File: src/logic/quiesce_pkg.sv
package quiesce_pkg;
  // ------------------------------------------------------------
  // register map, byte addresses
  // ------------------------------------------------------------
  localparam logic [7:0] CAP_STATUS_TWO_OFS = 8'h00;
  localparam logic [7:0] CONTROL_TWO_OFS = 8'h04;
  localparam logic [7:0] IRQ_STATUS_OFS = 8'h08;
  localparam logic [7:0] IRQ_MASK_OFS = 8'h0c;

  // ------------------------------------------------------------
  // field positions and widths
  // ------------------------------------------------------------
  localparam int ACK_BIT = 14;
  localparam int CAP_BIT = 15;
  localparam int REQ_BIT = 0;
  localparam int SCALE_LSB = 8;
  localparam int SCALE_W = 3;
  localparam int VALUE_LSB = 16;
  localparam int VALUE_W = 9;
  localparam int TICKS_W = 16;
  localparam int IRQ_W = 2;
  localparam int IRQ_ACK_BIT = 0;
  localparam int IRQ_LATE_BIT = 1;

  // ------------------------------------------------------------
  // reset values
  // ------------------------------------------------------------
  localparam logic [SCALE_W-1:0] SCALE_RST = 3'h0;
  localparam logic [VALUE_W-1:0] VALUE_RST = 9'h000;
  localparam logic [IRQ_W-1:0] MASK_RST = 2'h0;

  // ------------------------------------------------------------
  // timing: one quiesce time unit, in ns and in mclk cycles
  // ------------------------------------------------------------
  localparam int CLK_PERIOD_NS = 8;
  localparam int QUIESCE_UNIT_NS = 1024;
  localparam int UNIT_CYCLES_INT = QUIESCE_UNIT_NS / CLK_PERIOD_NS;
  localparam logic [7:0] UNIT_CYCLES = 8'(UNIT_CYCLES_INT);
endpackage : quiesce_pkg

File: src/logic/device_quiesce_handshake.sv
// Decided for this implementation: the address map and the APB slave port.
`timescale 1ns/1ps
// Behaviour
// - quiesce_ack is read-only bit 14 of common_cap_status_two, 1 = quiesced
// - when hardware-capable, ack follows the device's own quiesce mechanism
// - else ack rises only after request seen and idle a full quiesce time
// - quiesce time comes from time-scale and time-value control fields
// - ack rises within twice the quiesce time after request rises if idle; else a late event is flagged
// - request falling clears ack back to zero
// - bit 15 reports hardware quiesce acknowledge capability, read-only
module device_quiesce_handshake (
  input wire logic mclk,
  input wire logic rst,
  input wire logic psel,
  input wire logic penable,
  input wire logic pwrite,
  input wire logic [7:0] paddr,
  input wire logic [31:0] pwdata,
  output logic [31:0] prdata,
  output logic pready,
  output logic pslverr,
  input wire logic hw_quiesce_ack_capable,
  input wire logic hw_quiesce_acknowledge,
  input wire logic req_pending,
  input wire logic resp_outstanding,
  output logic req_issue,
  output logic quiesce_request,
  output logic irq
);
  import quiesce_pkg::*;

  // ------------------------------------------------------------
  // state
  // ------------------------------------------------------------
  typedef struct packed {
    logic req;
    logic [quiesce_pkg::SCALE_W-1:0] scale;
    logic [quiesce_pkg::VALUE_W-1:0] value;
    logic cap;
    logic ack;
    logic [7:0] idle_pre;
    logic [quiesce_pkg::TICKS_W-1:0] idle_ticks;
    logic [7:0] el_pre;
    logic [quiesce_pkg::TICKS_W:0] el_ticks;
    logic late_done;
    logic was_busy;
    logic [quiesce_pkg::IRQ_W-1:0] irq_stat;
    logic [quiesce_pkg::IRQ_W-1:0] irq_mask;
    logic [31:0] rdata;
  } state_t;

  state_t s_q;
  state_t s_d;
  logic [TICKS_W-1:0] target;
  logic busy;
  logic setup;
  logic wr_acc;
  logic rd_acc;
  logic [IRQ_W-1:0] ev;

  // decode used only for the error answer; read data has its own case
  function automatic logic mapped(input logic [7:0] a);
    mapped = (a == CAP_STATUS_TWO_OFS) || (a == CONTROL_TWO_OFS) ||
             (a == IRQ_STATUS_OFS) || (a == IRQ_MASK_OFS);
  endfunction : mapped

  // ------------------------------------------------------------
  // combinational helpers
  // ------------------------------------------------------------
  // quiesce time in units: value shifted by scale
  assign target = TICKS_W'({7'h00, s_q.value} << s_q.scale);
  // blocking issue while quiescing lets the idle state be reached
  assign req_issue = req_pending & ~s_q.req;
  assign busy = req_issue | resp_outstanding;
  assign setup = psel & ~penable;
  assign wr_acc = psel & penable & pwrite;
  assign rd_acc = psel & penable & ~pwrite;
  assign pready = 1'b1;
  assign pslverr = psel & penable & ~mapped(paddr);
  assign prdata = s_q.rdata;
  assign quiesce_request = s_q.req;
  assign irq = |(s_q.irq_stat & s_q.irq_mask);

  // ------------------------------------------------------------
  // next state
  // ------------------------------------------------------------
  always_comb
  begin
    s_d = s_q;
    ev = '0;
    // strap sampled every cycle, never at reset
    s_d.cap = hw_quiesce_ack_capable;
    // control write takes effect at the access edge
    if (wr_acc && paddr == CONTROL_TWO_OFS)
    begin
      s_d.req = pwdata[REQ_BIT];
      s_d.scale = pwdata[SCALE_LSB +: SCALE_W];
      s_d.value = pwdata[VALUE_LSB +: VALUE_W];
    end
    if (wr_acc && paddr == IRQ_MASK_OFS)
    begin
      s_d.irq_mask = pwdata[IRQ_W-1:0];
    end
    // read data captured in the setup cycle so it is stable in access
    if (setup)
    begin
      s_d.rdata = '0;
      unique case (paddr)
        CAP_STATUS_TWO_OFS:
        begin
          s_d.rdata[ACK_BIT] = s_q.ack;
          s_d.rdata[CAP_BIT] = s_q.cap;
        end
        CONTROL_TWO_OFS:
        begin
          s_d.rdata[REQ_BIT] = s_q.req;
          s_d.rdata[SCALE_LSB +: SCALE_W] = s_q.scale;
          s_d.rdata[VALUE_LSB +: VALUE_W] = s_q.value;
        end
        IRQ_STATUS_OFS: s_d.rdata[IRQ_W-1:0] = s_q.irq_stat;
        IRQ_MASK_OFS: s_d.rdata[IRQ_W-1:0] = s_q.irq_mask;
        default: s_d.rdata = '0;
      endcase
    end
    if (!s_q.req)
    begin
      // withdrawn request clears ack and all counters
      s_d.ack = 1'b0;
      s_d.idle_pre = '0;
      s_d.idle_ticks = '0;
      s_d.el_pre = '0;
      s_d.el_ticks = '0;
      s_d.late_done = 1'b0;
      s_d.was_busy = 1'b0;
    end
    else
    begin
      if (busy)
      begin
        s_d.was_busy = 1'b1;
      end
      // elapsed time since the request rose, for the late flag
      if (s_q.el_pre == UNIT_CYCLES - 8'h01)
      begin
        s_d.el_pre = '0;
        if (s_q.el_ticks != {1'b0, target} << 1)
        begin
          s_d.el_ticks = s_q.el_ticks + 1'b1;
        end
      end
      else
      begin
        s_d.el_pre = s_q.el_pre + 8'h01;
      end
      // twice the quiesce time passed with no ack: report once
      if (!s_q.ack && !s_q.late_done &&
          s_q.el_ticks == ({1'b0, target} << 1))
      begin
        s_d.late_done = 1'b1;
        ev[IRQ_LATE_BIT] = 1'b1;
      end
      if (s_q.cap)
      begin
        // own mechanism drives ack directly
        s_d.ack = hw_quiesce_acknowledge;
      end
      else if (busy)
      begin
        // any activity starts the idle time over
        s_d.idle_pre = '0;
        s_d.idle_ticks = '0;
      end
      else if (!s_q.ack)
      begin
        if (s_q.idle_ticks == target)
        begin
          s_d.ack = 1'b1;
        end
        else if (s_q.idle_pre == UNIT_CYCLES - 8'h01)
        begin
          s_d.idle_pre = '0;
          s_d.idle_ticks = s_q.idle_ticks + 1'b1;
        end
        else
        begin
          s_d.idle_pre = s_q.idle_pre + 8'h01;
        end
      end
    end
    if (s_d.ack && !s_q.ack)
    begin
      ev[IRQ_ACK_BIT] = 1'b1;
    end
    // read of status clears it, but a new event in the same edge wins
    if (rd_acc && paddr == IRQ_STATUS_OFS)
    begin
      s_d.irq_stat = ev;
    end
    else
    begin
      s_d.irq_stat = s_q.irq_stat | ev;
    end
  end

  // ------------------------------------------------------------
  // state register
  // ------------------------------------------------------------
  always_ff @(posedge mclk or posedge rst)
  begin
    if (rst)
    begin
      s_q <= '0;
      s_q.scale <= SCALE_RST;
      s_q.value <= VALUE_RST;
      s_q.irq_mask <= MASK_RST;
    end
    else
    begin
      s_q <= s_d;
    end
  end

  // ------------------------------------------------------------
  // checks
  // ------------------------------------------------------------
  chk_ack_readback: assert property (@(posedge mclk) disable iff (rst)
    setup && paddr == CAP_STATUS_TWO_OFS |=> prdata[ACK_BIT] == $past(s_q.ack))
    else $error("ack bit read back wrong");
  chk_hw_path: assert property (@(posedge mclk) disable iff (rst)
    s_q.req && s_q.cap |=> s_q.ack == $past(hw_quiesce_acknowledge))
    else $error("hardware ack not followed");
  chk_ack_after_idle: assert property (@(posedge mclk)
    disable iff (rst)
    $rose(s_q.ack) && !$past(s_q.cap) |->
      $past(s_q.idle_ticks) == $past(target) && !$past(busy))
    else $error("ack rose before idle time");
  chk_time_bound: assert property (@(posedge mclk) disable iff (rst)
    s_q.req && !s_q.cap |-> s_q.idle_ticks <= target)
    else $error("idle count passed quiesce time");
  chk_ack_deadline: assert property (@(posedge mclk) disable iff (rst)
    s_q.req && !s_q.cap && !s_q.was_busy && !busy &&
      s_q.el_ticks == ({1'b0, target} << 1) && s_q.el_ticks != '0
      |-> s_q.ack)
    else $error("ack missed twice quiesce time");
  chk_ack_clear: assert property (@(posedge mclk) disable iff (rst)
    $fell(s_q.req) |=> !s_q.ack ##1 !s_q.ack || s_q.req)
    else $error("ack not cleared on withdraw");
  chk_cap_report: assert property (@(posedge mclk) disable iff (rst)
    setup && paddr == CAP_STATUS_TWO_OFS |=>
      prdata[CAP_BIT] == $past(s_q.cap))
    else $error("capability bit wrong");
  chk_idle_restart: assert property (@(posedge mclk) disable iff (rst)
    s_q.req && !s_q.cap && busy |=> s_q.idle_ticks == '0)
    else $error("idle count not restarted");
  chk_no_issue: assert property (@(posedge mclk) disable iff (rst)
    s_q.req |-> !req_issue)
    else $error("request issued while quiescing");
endmodule : device_quiesce_handshake

File: config.mk
export PLATFORM = sky130hd
export DESIGN_NAME = device_quiesce_handshake
export DESIGN_NICKNAME = d
export VERILOG_FILES = /design/src/logic/quiesce_pkg.sv /design/src/logic/device_quiesce_handshake.sv
export SDC_FILE = /design/constraint.sdc
export NUM_CORES = 1
export LEC_CHECK = 0
export ABC_AREA = 1
export BUFFER_PORTS_ARGS = -buffer_cell sky130_fd_sc_hd__buf_2
export CORE_MARGIN = 4
export CORE_UTILIZATION = 63
export CTS_CLUSTER_SIZE = 24
export DETAILED_ROUTE_END_ITERATION = 8
export PLACE_DENSITY = 0.84
export RECOVER_POWER = 50
export SLEW_MARGIN = 30
export SYNTH_ARGS = -nofsm -noshare
export SYNTH_HDL_FRONTEND = slang
export SYNTH_SLANG_ARGS = --single-unit
File: constraint.sdc
create_clock -name mclk -period 7.6 [get_ports mclk]
set_input_delay 1.52 -clock mclk [delete_from_list [all_inputs] [get_ports mclk]]
set_output_delay 1.52 -clock mclk [all_outputs]
set_load 0.01 [all_outputs]
==> results.toml <==
[hold_path]
hold_class = "reg2reg"

[synthesis]
synth_area_leaders = "dfrtp_1, nand2_1, nand3_1, nand4_1, xor2_1"
synthCells = 805
synthArstFlopShare_pct = 100
synthTopCellsByCount = "nand2_1, nand3_1, dfrtp_1, inv_1, nor2_1"
synth.distinct_cells = 32
ys_seq_area_share_pct = 36.7
ys.warnings.count = 0
yosys_register_bits = 85
synth.largest_area_cell = "dfrtp_1"
synthesis.area_um2 = 5790
synth_edf_count = 0
synth_top_area_share_pct = 36.7
yosysMostFrequentCell = "nand2_1"
ys.flop_type = "dfrtp_1"
synth.avg_cell_area_um2 = 7.19

[die]
io_pins = 86
core_area_um2 = 8850
die_h_um = 104
dieArea_um2 = 10800
start_util_pct = 65.4
die_x_um = 104
num_rows = 34

[placement]
io_buffers = 50
hpwlAfterDp_um = 9970
dpl-instance-area_um2 = 5850
placed_cells = 919
finalWeightedCongestion = 0.964

[clock_tree]
h-tree-depth = 3
cts_tree = "yes"
clk_pin_slew_worst_paths_ns = 0.09
numCtsBuffers = 9
clock_latency_ns = 0.37
cts_resized = 0
cts_buffer_depth = 2
hold_buffers = 0
cts_sinks = 85
post_cts_buffers = 0
root_buffer = "clkbuf_8"

[global_routing]
grt_first_pass_wirelength_um = 23700
gr-usage-all-layers_pct = 26.2
grtUsageMet3_pct = 4.84
antenna_found_initial = 0
grt.overflow.total = 0
grt_max_degree = 86
grt_pass1_vias = 5104
grt.busiest_layer = "met2"
use_met2_pct = 44.8
grtUsageMet1_pct = 33.5

[drt]
wl_um = 13600
antenna_left = 0
wire_per_inst_um = 14.5
vias_per_cell = 5.74
drt_pass1_iterations = 5
num_vias = 5368
drt-initial-drc-count = 399
drc = 0

[finish]
diodes = 0
stdcell_count = 935
drive_gt1_share_pct = 11.6
regArea_um2 = 2130
n_fill_cell = 768
postLayoutCoreUtil_pct = 68.2
fin_area_um2 = 6040
area_delta_synth_final_pct = 4.32
multi_input_area_um2 = 3020
nNetsFinal = 875

[timing]
min_period_over_period_pct = 50.7
rsz0062_at_grt = "no"
slew_headroom_pct = -16.2
finalCriticalPeriod_ns = 3.85
hold_viol = 0
skew_ns = 0.0156
tns_ns = 0
slew_viol_final = 45
fmax_ghz = 0.259
worst_slew_pin_slew_ns = 1.74
setup_viol = 0

[critical_path]
crit_family = "buffers and inverters"
end_kind = "output port"
worst-path-buf-inv = 2
start_kind = "register"
crit_fanout = 44
worst_ep_required_time_ns = 6.08
slowest_stage = "clkbuf_1"
max_stage_delay_ns = 1.25
critical_path_class = "reg2out"
crit_chain = "clkbuf_1 -> nor2_1 -> buf_2"
cp.arrival_ns = 2.33

[flow_run]
drv_cap = 1

[pwr]
p_leak_uw = 0.00306
powerDensity_nw_per_um2 = 137
ir_drop_mv = 0.110
power.total_uw = 830

[run_status]
status = "complete, but fails checks"
violations = "capacitance limit, slew limit"
[routing by layer]
layer / vias up / part of all wire (%)
met1: 2550 / 43
met5: - / 0
li1: 2629 / -
met3: 30 / 4.8
met2: 159 / 50
met4: 0 / 2.8
[metrics by stage]
stage	setup WS [ns]	hold WS, ns
finish	3.75	0.459
global route	3.52	0.497
CTS	3.86	0.467
floorplan	3.89	0.433
global placement	3.91	0.445
detailed placement	3.86	0.454
[flip-flops by register name, summed over array words and instances, names as in the netlist]
name,cells
s_q,68
prdata,16
quiesce_request,1
[final timing paths]
| check | startpoint | endpoint | slack [ns] | depth (start not counted) |
|---|---|---|---|---|
| setup / recovery | quiesce_request | req_issue | 3.75 | 3 |
| hold / removal | s_q[55] | s_q[55] | 0.46 | 1 |
| setup reg to reg | quiesce_request | s_q[65] | 3.90 | 7 |
| hold reg to reg | s_q[55] | s_q[55] | 0.46 | 1 |
| max in group asynchronous | rst | s_q[42] | 5.70 | 3 |
| min in group asynchronous | rst | s_q[88] | 1.37 | 3 |
[cell type report]
type	count	share of cell area, %
Clock buffer	10	2.28
Clock inverter	6	0.870
Inverter	78	4.87
Multi-Input combinational cell	595	50.0
Sequential cell	85	35.2
Tap cell	108	2.24
Timing Repair Buffer	53	4.52
[power breakdown]
group	total, µW	internal, µW	leakage [µW]	switching (µW)
Clock	315	133	0.0000914	182
Combinational	56.3	16.1	0.00182	40.3
Sequential	459	455	0.00115	3.63
Total	830	604	0.00306	226
[placed cells by master, fill, tap and decap left out, types with 3 or more instances in the layout]
cell,instances
nor3_1,16
clkbuf_8,10
dfrtp_1,85
mux2_2,8
nor2_2,4
nor2_1,74
nor3b_1,3
inv_1,73
a21oi_1,13
nor4_1,3
o31ai_1,7
inv_2,3
buf_2,50
nand3b_1,3
nand2_4,3
nand3_2,5
xor2_1,35
nand2_1,216
conb_1,17
nand3_4,3
nand4_1,55
o21ai_0,16
nand3_1,101
xnor2_1,4
ha_1,4
[kinds of logic (layout without fill, tap and decap cells)]
kind of cell	Yosys count	count (layout)	share of synthesized area, %
xor+xnor	39	39	5.90
fa+ha+maj	4	4	0.865
mux	8	8	1.56
simple gates	487	487	38.9
compound gates	40	40	3.87
other cells	2	17	0.130
flops	85	85	36.7
buf+inv	140	147	12.1
(Power assumes the default switching activity.)
